$ cat src/verilog/rbs_params.svh
// Constants for the reset-time boot selection block
`ifndef RBS_PARAMS_SVH
`define RBS_PARAMS_SVH
`define RBS_FLASH_CONTROL_REG_FORCED 8'h00
`define RBS_FLASH_CONTROL_REG_NORMAL 8'hf0
`define RBS_FLASH_CONTROL_REG_RESET 8'hf0
`define RBS_PC_BOOT 16'hf800
`define RBS_PC_USER 16'h0000
`define RBS_BOOT_BASE 16'hf800
`define RBS_BOOT_TOP 16'hffff
`define RBS_SBV_DEFAULT 8'hff
`define RBS_SBV_NONE 8'hff
`define RBS_BOOT_JUMP_SELECT_SHIP 1'b0
`define RBS_AUX_BOOT_SPACE_ENABLE_BIT 5
`define RBS_AUX_RESET 8'h00
`define RBS_VEC_LOW 8'h00
`endif

$ cat src/verilog/rbs_pkg.sv
// Types shared by the boot selection files
package rbs_pkg;
    typedef struct packed {
        logic prog_store_strobe_n;
        logic external_access;
        logic addr_latch_strobe;
    } rbs_strap_t;

    typedef enum logic [1:0] {
        RBS_ST_CAPTURE = 2'b00,
        RBS_ST_RUN = 2'b01
    } rbs_state_t;

    typedef enum logic {
        RBS_MODE_USER = 1'b0,
        RBS_MODE_BOOT = 1'b1
    } rbs_mode_t;

    typedef struct packed {
        logic forced;
        rbs_mode_t mode;
        logic [7:0] flash_control;
        logic [15:0] start_pc;
    } rbs_boot_cfg_t;
endpackage

$ cat src/verilog/rbs_boot_select.sv
// Reset-time boot selection: strap sampling, flash control, start address
//
// How it works
// [RQ1] At reset release the boot space enable flag copies the boot jump bit.
// [RQ2] At reset release check strobe low, external access high, latch high.
// [RQ3] Forced boot loads flash control 00h and start address F800h.
// [RQ4] Forced boot starts the bootloader whatever the boot jump bit says.
// [RQ5] No forced boot loads flash control with F0h.
// [RQ6] No forced boot and jump bit 1 starts the user code at 0000h.
// [RQ7] No forced boot and jump bit 0 starts the bootloader at F800h.
// [RQ8] A stored vector byte gives the user bootloader high address byte.
// [RQ9] Vector byte defaults to FFh, meaning no user bootloader exists.
// [RQ10] Shipped parts hold the boot jump bit at 0.
// [RQ11] The boot jump bit is written only while programming routines run.
// [RQ12] Boot space overlays F800h to FFFFh only during routine calls.
// [RQ13] Otherwise the full 64 KB code range is user flash.
// [RQ14] The board presents straps before release and may drop them after.
// [RQ15] The board stops driving the strobe pin after reset release.
// [RQ16] The board never grounds the strobe pin during power-on.
// [RQ17] Straps and jump bit are captured once after release and held.
`timescale 1ns/100ps
`include "rbs_params.svh"
module rbs_boot_select (
    input wire logic sys_clk_i,
    input wire logic rst_i,
    input wire logic nv_por_i,
    input wire logic ce_i,
    input wire logic prog_store_strobe_n_i,
    input wire logic external_access_i,
    input wire logic addr_latch_strobe_i,
    input wire logic api_active_i,
    input wire logic wr_jump_i,
    input wire logic wr_jump_val_i,
    input wire logic wr_vec_i,
    input wire logic [7:0] wr_vec_val_i,
    input wire logic flash_control_reg_wr_i,
    input wire logic [7:0] flash_control_reg_wdata_i,
    input wire logic aux_wr_i,
    input wire logic [7:0] aux_wdata_i,
    input wire logic [15:0] code_addr_i,
    output logic boot_done_o,
    output logic forced_boot_o,
    output logic boot_space_enable_o,
    output logic [7:0] aux_control_reg_o,
    output logic [7:0] flash_control_reg_o,
    output logic [15:0] start_pc_o,
    output logic start_in_boot_o,
    output logic boot_jump_select_o,
    output logic [7:0] user_boot_vector_byte_o,
    output logic user_boot_present_o,
    output logic [15:0] user_boot_addr_o,
    output logic code_from_boot_o
);
    // True when an address falls in the window the boot space may overlay
    function automatic logic in_boot_window(input logic [15:0] addr);
        in_boot_window = (addr >= `RBS_BOOT_BASE) && (addr <= `RBS_BOOT_TOP);
    endfunction

    rbs_pkg::rbs_strap_t strap_raw;
    rbs_pkg::rbs_strap_t strap_sync;
    logic strap_stable;
    logic jump_bit;
    logic [7:0] vec_byte;

    rbs_pkg::rbs_state_t state;
    rbs_pkg::rbs_state_t next_state;
    rbs_pkg::rbs_boot_cfg_t cfg;
    rbs_pkg::rbs_boot_cfg_t next_cfg;

    assign strap_raw.prog_store_strobe_n = prog_store_strobe_n_i;
    assign strap_raw.external_access = external_access_i;
    assign strap_raw.addr_latch_strobe = addr_latch_strobe_i;

    // Straps come from pins: three flops, count once stages two and three agree
    rbs_sync3 #(
        .WIDTH(3)
    ) u_strap_sync (
        .sys_clk_i(sys_clk_i),
        .ce_i(ce_i),
        .async_i(strap_raw),
        .sync_o(strap_sync),
        .stable_o(strap_stable)
    );

    rbs_cfg_store u_cfg_store (
        .sys_clk_i(sys_clk_i),
        .nv_por_i(nv_por_i),
        .ce_i(ce_i),
        .api_active_i(api_active_i),
        .wr_jump_i(wr_jump_i),
        .wr_jump_val_i(wr_jump_val_i),
        .wr_vec_i(wr_vec_i),
        .wr_vec_val_i(wr_vec_val_i),
        .boot_jump_select_o(jump_bit),
        .user_boot_vector_byte_o(vec_byte)
    );

    // An unconnected latch strobe pin is pulled high on the board side
    wire forced_now = !strap_sync.prog_store_strobe_n // [RQ2]
        && strap_sync.external_access
        && strap_sync.addr_latch_strobe;

    // One capture only, and only once the synchronised straps have settled
    wire capture = (state == rbs_pkg::RBS_ST_CAPTURE) && strap_stable; // [RQ17]

    wire boot_sel = forced_now || !jump_bit; // [RQ4] [RQ7]

    always_comb begin
        next_cfg.forced = forced_now;
        next_cfg.mode = boot_sel ? rbs_pkg::RBS_MODE_BOOT
                                 : rbs_pkg::RBS_MODE_USER;
        next_cfg.flash_control = forced_now ? `RBS_FLASH_CONTROL_REG_FORCED // [RQ3]
                                            : `RBS_FLASH_CONTROL_REG_NORMAL; // [RQ5]
        next_cfg.start_pc = boot_sel ? `RBS_PC_BOOT // [RQ3] [RQ7]
                                     : `RBS_PC_USER; // [RQ6]
    end

    always_comb begin
        next_state = state;
        unique case (state)
            rbs_pkg::RBS_ST_CAPTURE: begin
                if (capture) begin
                    next_state = rbs_pkg::RBS_ST_RUN;
                end
            end
            rbs_pkg::RBS_ST_RUN: begin
                next_state = rbs_pkg::RBS_ST_RUN;
            end
            default: begin
                next_state = rbs_pkg::RBS_ST_CAPTURE;
            end
        endcase
    end

    always_ff @(posedge sys_clk_i or posedge rst_i) begin
        if (rst_i) begin
            state <= rbs_pkg::RBS_ST_CAPTURE;
        end else if (ce_i) begin
            state <= next_state;
        end
    end

    // Captured values stay put until the next reset
    always_ff @(posedge sys_clk_i or posedge rst_i) begin
        if (rst_i) begin
            cfg <= '0;
        end else if (ce_i && capture) begin
            cfg <= next_cfg; // [RQ17]
        end
    end

    wire running = (state == rbs_pkg::RBS_ST_RUN);
    wire flash_control_reg_we = ce_i && running && flash_control_reg_wr_i;
    wire aux_we = ce_i && running && aux_wr_i;
    wire [7:0] aux_boot_space_enable_mask = 8'h01 << `RBS_AUX_BOOT_SPACE_ENABLE_BIT;

    // Software can rewrite flash control once running; capture sets it first
    always_ff @(posedge sys_clk_i or posedge rst_i) begin
        if (rst_i) begin
            flash_control_reg_o <= `RBS_FLASH_CONTROL_REG_RESET;
        end else if (ce_i && capture) begin
            flash_control_reg_o <= next_cfg.flash_control; // [RQ3] [RQ5]
        end else if (flash_control_reg_we) begin
            flash_control_reg_o <= flash_control_reg_wdata_i;
        end
    end

    // Enable flag is hardware-owned; software writes leave that bit alone
    always_ff @(posedge sys_clk_i or posedge rst_i) begin
        if (rst_i) begin
            aux_control_reg_o <= `RBS_AUX_RESET;
        end else if (ce_i && capture) begin
            aux_control_reg_o[`RBS_AUX_BOOT_SPACE_ENABLE_BIT] <= jump_bit; // [RQ1]
        end else if (aux_we) begin
            aux_control_reg_o <= (aux_wdata_i & ~aux_boot_space_enable_mask)
                | (aux_control_reg_o & aux_boot_space_enable_mask);
        end
    end

    // Boot space overlays the top window only during routine calls
    wire boot_fetch = api_active_i && in_boot_window(code_addr_i); // [RQ12]

    always_ff @(posedge sys_clk_i or posedge rst_i) begin
        if (rst_i) begin
            boot_done_o <= 1'b0;
            forced_boot_o <= 1'b0;
            boot_space_enable_o <= 1'b0;
            start_pc_o <= `RBS_PC_USER;
            start_in_boot_o <= 1'b0;
            boot_jump_select_o <= `RBS_BOOT_JUMP_SELECT_SHIP;
            user_boot_vector_byte_o <= `RBS_SBV_DEFAULT;
            user_boot_present_o <= 1'b0;
            user_boot_addr_o <= {`RBS_SBV_DEFAULT, `RBS_VEC_LOW};
            code_from_boot_o <= 1'b0;
        end else if (ce_i) begin
            boot_done_o <= running || capture;
            if (capture) begin
                forced_boot_o <= next_cfg.forced;
                boot_space_enable_o <= jump_bit; // [RQ1]
                start_pc_o <= next_cfg.start_pc;
                start_in_boot_o <= in_boot_window(next_cfg.start_pc);
            end
            boot_jump_select_o <= jump_bit;
            user_boot_vector_byte_o <= vec_byte;
            user_boot_present_o <= (vec_byte != `RBS_SBV_NONE); // [RQ9]
            user_boot_addr_o <= {vec_byte, `RBS_VEC_LOW}; // [RQ8]
            // Outside calls every address, top window too, is user flash
            code_from_boot_o <= boot_fetch; // [RQ13]
        end
    end
endmodule // rbs_boot_select

$ cat src/verilog/rbs_sync3.sv
// Three-stage synchroniser with agreement flag for strap pins
`timescale 1ns/100ps
module rbs_sync3 #(
    parameter int WIDTH = 3
) (
    input wire logic sys_clk_i,
    input wire logic ce_i,
    input wire logic [WIDTH-1:0] async_i,
    output logic [WIDTH-1:0] sync_o,
    output logic stable_o
);
    logic [WIDTH-1:0] stage1;
    logic [WIDTH-1:0] stage2;
    logic [WIDTH-1:0] stage3;

    // No reset: the chain must already hold the strap levels at release
    always_ff @(posedge sys_clk_i) begin
        if (ce_i) begin
            stage1 <= async_i;
            stage2 <= stage1;
            stage3 <= stage2;
        end
    end

    assign sync_o = stage3;
    assign stable_o = (stage2 == stage3);
endmodule // rbs_sync3

$ cat src/verilog/rbs_cfg_store.sv
// Non-volatile boot jump bit and user boot vector byte
`timescale 1ns/100ps
`include "rbs_params.svh"
module rbs_cfg_store (
    input wire logic sys_clk_i,
    input wire logic nv_por_i,
    input wire logic ce_i,
    input wire logic api_active_i,
    input wire logic wr_jump_i,
    input wire logic wr_jump_val_i,
    input wire logic wr_vec_i,
    input wire logic [7:0] wr_vec_val_i,
    output logic boot_jump_select_o,
    output logic [7:0] user_boot_vector_byte_o
);
    wire jump_we = ce_i && api_active_i && wr_jump_i; // [RQ11]
    wire vec_we = ce_i && api_active_i && wr_vec_i; // [RQ11]

    // Cleared only by the power-on event, never by the system reset
    always_ff @(posedge sys_clk_i or posedge nv_por_i) begin
        if (nv_por_i) begin
            boot_jump_select_o <= `RBS_BOOT_JUMP_SELECT_SHIP; // [RQ10]
            user_boot_vector_byte_o <= `RBS_SBV_DEFAULT; // [RQ9]
        end else begin
            if (jump_we) begin
                boot_jump_select_o <= wr_jump_val_i;
            end
            if (vec_we) begin
                user_boot_vector_byte_o <= wr_vec_val_i; // [RQ8]
            end
        end
    end
endmodule // rbs_cfg_store

$ cat config.mk
export PLATFORM = sky130hd
export DESIGN_NAME = rbs_boot_select
export DESIGN_NICKNAME = d
export VERILOG_FILES = /design/src/verilog/rbs_pkg.sv /design/src/verilog/rbs_boot_select.sv /design/src/verilog/rbs_sync3.sv /design/src/verilog/rbs_cfg_store.sv
export VERILOG_INCLUDE_DIRS = /design/src /design/src/verilog
export SDC_FILE = /design/constraint.sdc
export NUM_CORES = 1
export LEC_CHECK = 0
export BUFFER_PORTS_ARGS = -buffer_cell sky130_fd_sc_hd__buf_2
export CORE_ASPECT_RATIO = 0.9
export CORE_MARGIN = 1
export CORE_UTILIZATION = 35
export DETAILED_ROUTE_END_ITERATION = 10
export GPL_ROUTABILITY_DRIVEN = 0
export GPL_TIMING_DRIVEN = 0
export PLACE_DENSITY = 0.72
export SETUP_SLACK_MARGIN = 0.05
export SYNTH_ARGS = -nofsm -noshare
export SYNTH_HDL_FRONTEND = slang
export SYNTH_SLANG_ARGS = --single-unit
$ cat constraint.sdc
create_clock -name sys_clk_i -period 2.02 [get_ports sys_clk_i]
set_clock_uncertainty 0.2 [all_clocks]
set_input_delay 0.404 -clock sys_clk_i [delete_from_list [all_inputs] [get_ports sys_clk_i]]
set_output_delay 0.404 -clock sys_clk_i [all_outputs]
set_load 0.1 [all_outputs]
**After elaboration in Yosys (flattened, before gate mapping)**

Cells that the tools add are included.

- Eq/ne operators: 4
- Bitwise operators: 2
- Magnitude comparators: 4
- Muxes and demuxes: 8
- Reduce and logical (&&, ||, !) cells: 23

Operators with widths:

| operator | count |
|---|---|
| 16-bit greater-or-equal comparator (second input constant) | 2 |
| 16-bit <= comparator (second input constant) | 2 |
| 8-bit two-way mux | 3 |
| 16-bit two-way mux | 1 |
| 1-bit logical AND | 13 |
| 8-bit != test (second input constant) | 1 |
| 8-bit by 6-bit bitwise OR with 8-bit output | 1 |
| 6-bit two-way mux | 1 |
| 2-bit AND reduction | 3 |
| 2-bit one-hot mux with 2 select lines | 1 |
| 2-bit nonzero test | 2 |
| 3-bit equality test | 1 |
| 2-bit by 1-bit equality test with 1-bit output (second input constant) | 1 |
| 1-bit zero test | 2 |
| 2-bit zero test | 1 |
| 1-bit logical OR | 2 |
| 2-bit two-way mux | 1 |
| 2-bit != test (second input constant) | 1 |
| 1-bit two-way mux | 1 |
| 1-bit NOT | 1 |

- Input port bits: 53
- Logic and storage cells: 59
- Output and inout port bits: 63
- Bits in registers: 67

**Longest topological paths before layout**

- Depth after elaboration: 7
- Gate-level depth with buffers: 4
- Depth with buffers taken out: 3

**Modules after synthesis**

From an unflattened synthesis, not the netlist that was laid out.

- Cells, all modules: 165
- Area total of the unflattened synthesis: 2274.7 µm²

Modules (own cells, without submodules):

| module | area an instance (µm²) | instances | cells each | sequential area each (µm²) |
|---|---|---|---|---|
| rbs_boot_select | 1605.3 | 1 | 131 | 815.8 |
| rbs_cfg_store | 362.8 | 1 | 21 | 235.2 |
| rbs_sync3 | 306.5 | 1 | 13 | 270.3 |

**Least setup slack after synthesis**

No wires, ideal clock.

- Path type: reg2out
- Start point: register start_pc_o[14] (netlist name)
- End point: output port start_pc_o[11]
- Data required time: 1.416 ns
- Data arrival time: 1.406 ns
- Cell stages (with the launch flop): 2
- Path buffers: 1
- Path slack: 0.010 ns
- Path through: dfrtp_1 buf_4

RTL lines:

| what | RTL line | text |
|---|---|---|
| end: declaration | rbs_boot_select.sv:46 | `output logic [15:0] start_pc_o,` |

==> summary.txt <==
Yosys
  – Yosys cell types: 28
  – Mapped Cells: 158
  – Main flop type after synthesis: dfrtp_1
  – Number of flops mapped to enable cells by yosys: 9
  – Adder-cell share of the synthesized area: 0
  – Post-Syn Area: 2261 um2
  – Largest family of logic cells by synthesized area: multiplexers
  – Synth warn: 0
  – Syn Area/Cell: 14.31 um2
  – Ys async rst share: 0.8200
  – Sequential area share after synthesis: 0.5844
  – Seq cells post-synth: 50
  – Post-synthesis simple-gate area fraction: 0.05866
  – Synth Area in Compound Gates: 0.01550
  – Synth Area in XOR/XNOR: 0.02158
  – Proportion of synthesized area in mux cells: 0.1959

Min path
  – Hold Crit Class: input pin to flop
  – Hold path start: addr_latch_strobe_i

STA
  – Crit share post-route: 0.9285
  – Fmax: 533.2 MHz
  – RSZ-0062 raised after global routing: no
  – Fin Setup TNS: 0 ns
  – Slew @ Worst Pin: 0.6179 ns
  – Hold_ws: 0.07747 ns
  – Final Max Slew Viols: 0
  – Endpoints failing setup: 0
  – Min Clock Period, post-route: 1.876 ns
  – Final hold violations: 0
  – PnR worst setup slack: 0.1444 ns
  – Slew HR: 0.5876

GRT
  – Initial antenna violation count: 0
  – Vias in the first global route: 1,431
  – Total track usage: 0.1309
  – First-pass GRT wire length: 6.672 mm
  – GR Overflow Total: 0
  – Largest net degree at the start of global routing: 33

Pwr
  – Max VDD drop: 0.0005803 V
  – PD cells: 1549 nW/um2
  – Total power: 4662 uW
  – Leak Pwr: 0.001515 uW

Setup path
  – Top delay family on crit path: flip-flops
  – CP Launch Point: user_boot_vector_byte_o[7]
  – Crit path required time: 1.42 ns
  – Crit Path Category: flop to output pin
  – Max incr delay on CP: 0.55 ns
  – Worst setup SP type: flop
  – CP endpoint: user_boot_addr_o[15]
  – R2R Path End: forced_boot_o
  – Crit path max fanout: 3
  – Worst path depth: 1
  – Reg-to-reg setup timing slack: 0.29 ns
  – R2R cell count: 4
  – Crit-path slowest cell: dfstp_2
  – Crit path DAT: 1.27 ns
  – Reg2reg start: state[0]
  – CP bufs+invs: 1
  – Crit-path cells: buf_2
  – Worst setup EP type: output pin

Die
  – Die area: 6786 um2
  – I/O pin cnt: 116
  – Starting Density: 0.3657
  – Row cnt: 27
  – Core area: 6182 um2
  – Die width: 86.72 um
  – Die height: 78.25 um

Clock network
  – CTS tree: built
  – Worst-path clk slew: 0.09 ns
  – Buffers inserted by post-CTS timing repair: 0
  – Total CTS buffers: 5
  – H-tree depth: 2
  – CTS sink count: 50
  – Clk_lat worst skew: 0.30 ns
  – Root Driver: clkbuf_8
  – Max clock buf depth: 2

Cells and area
  – P&R area growth vs syn: 33.09%
  – Design Area, Final: 3009 um2
  – Final #Nets: 323
  – Share of layout cells above drive strength 1: 0.6642
  – Multi-input gate area: 730.7 um2
  – Register Area: 1323 um2
  – Inserted Diodes: 0
  – Leading cell type in the layout, fill and taps excluded: buf_2
  – Layout filler cell count: 589
  – Most frequent cells in the layout: 78 x buf_2, 35 x buf_4, 24 x mux2_2, 20 x dfrtp_1, 20 x dfstp_2

Status
  – Status: complete, no violations

Drt
  – DRC Markers: 0
  – Post-route ant nets: 0
  – Drt wl/cell: 11.91 um
  – Wirelength, routed: 4.264 mm
  – First-pass DRT Iterations: 2
  – Met3 wire length: 285 um
  – DR top layer: met4
  – Routed length on met1: 1.824 mm
  – Met2 WL: 2.104 mm
  – Drt first-iter violations: 49
  – Via count: 1,486
  – Via density per instance: 4.151

Place
  – Post-Place Cell Area: 2859 um2
  – Port buffer count: 84
  – Post-place setup slack: 0.01364 ns
  – Dpl hpwl: 3.201 mm

Run
  – Max-cap viol count: 0
registers in the layout, summed over array words and instances (netlist names):
signal,cells
boot_done_o,1
start_pc_o,1
u_strap_sync.stage1,3
code_from_boot_o,1
flash_control_reg_o,8
boot_space_enable_o,1
boot_jump_select_o,1
aux_control_reg_o,8
forced_boot_o,1
state,1
u_cfg_store.boot_jump_select_o,1
user_boot_vector_byte_o,8
u_strap_sync.sync_o,3
user_boot_present_o,1
u_cfg_store.user_boot_vector_byte_o,8
u_strap_sync.stage2,3
cells by family (layout without fill, tap and decap cells):
group,count (synthesis),count (layout)
AO/OA/AOI/OAI,5,5
AND/OR/NAND/NOR,20,20
multiplexers,40,40
flip-flops,50,50
buffers and inverters,39,134
XOR/XNOR,3,3
other,1,19
synthesized netlist by cell type, types with 2 or more instances:
master,count,area share
dfrtp_1,21,0.23
nand3_1,5,0.011
xnor2_2,3,0.022
mux2_4,2,0.013
buf_2,2,0.0044
mux2i_1,12,0.053
nand4_1,2,0.0055
inv_1,4,0.0066
o21ai_0,2,0.0044
mux2_2,24,0.12
mux2_1,2,0.010
buf_4,32,0.11
nor2_1,5,0.0083
edfxtp_1,9,0.12
dfstp_2,20,0.23
power breakdown:
| part | switching (uW) | internal, uW |
|---|---|---|
| Combinational | 2190 | 497 |
| Clock | 312 | 241 |
| Sequential | 129 | 1290 |
metal layers:
layer | global-route usage | vias up
met5 | 0 | -
met4 | 0.04500 | 0
met3 | 0.03785 | 8
met2 | 0.2254 | 66
met1 | 0.1556 | 691
li1 | - | 721
cell type report:
class,count,area share
multi-input combinational,87,0.2428
clock inverter,2,0.003326
inverter,4,0.004990
clock buffer,6,0.02412
tap,87,0.03617
buffer,35,0.08690
sequential,50,0.4395
timing repair buffer,87,0.1622
per-stage QoR:
| stage | utilization | instances |
|---|---|---|
| 2_1_floorplan | - | 176 |
| 3_3_place_gp | 0.4625 | 347 |
| 3_5_place_dp | 0.4625 | 347 |
| 4_1_cts | 0.4786 | 356 |
| 5_1_grt | 0.4867 | 358 |
| 6_report | 0.4867 | 358 |
worst min-delay path by stage:
stage	to	cells past startpoint
2_1_floorplan	u_cfg_store.boot_jump_select_o	1
3_3_place_gp	u_cfg_store.boot_jump_select_o	2
3_5_place_dp	u_cfg_store.boot_jump_select_o	2
4_1_cts	u_strap_sync.stage1[2]	1
5_1_grt	u_strap_sync.stage1[2]	1
6_report	u_strap_sync.stage1[0]	1
what timing repair did:
item                       in CTS  in global routing
resized for setup               3                  5
setup endpoints to repair       3                  5
pin swaps                       0                  0
hold buffers                    1                  1
hold endpoints to repair        1                  4
Note: power is estimated with default switching activity, not from simulation.
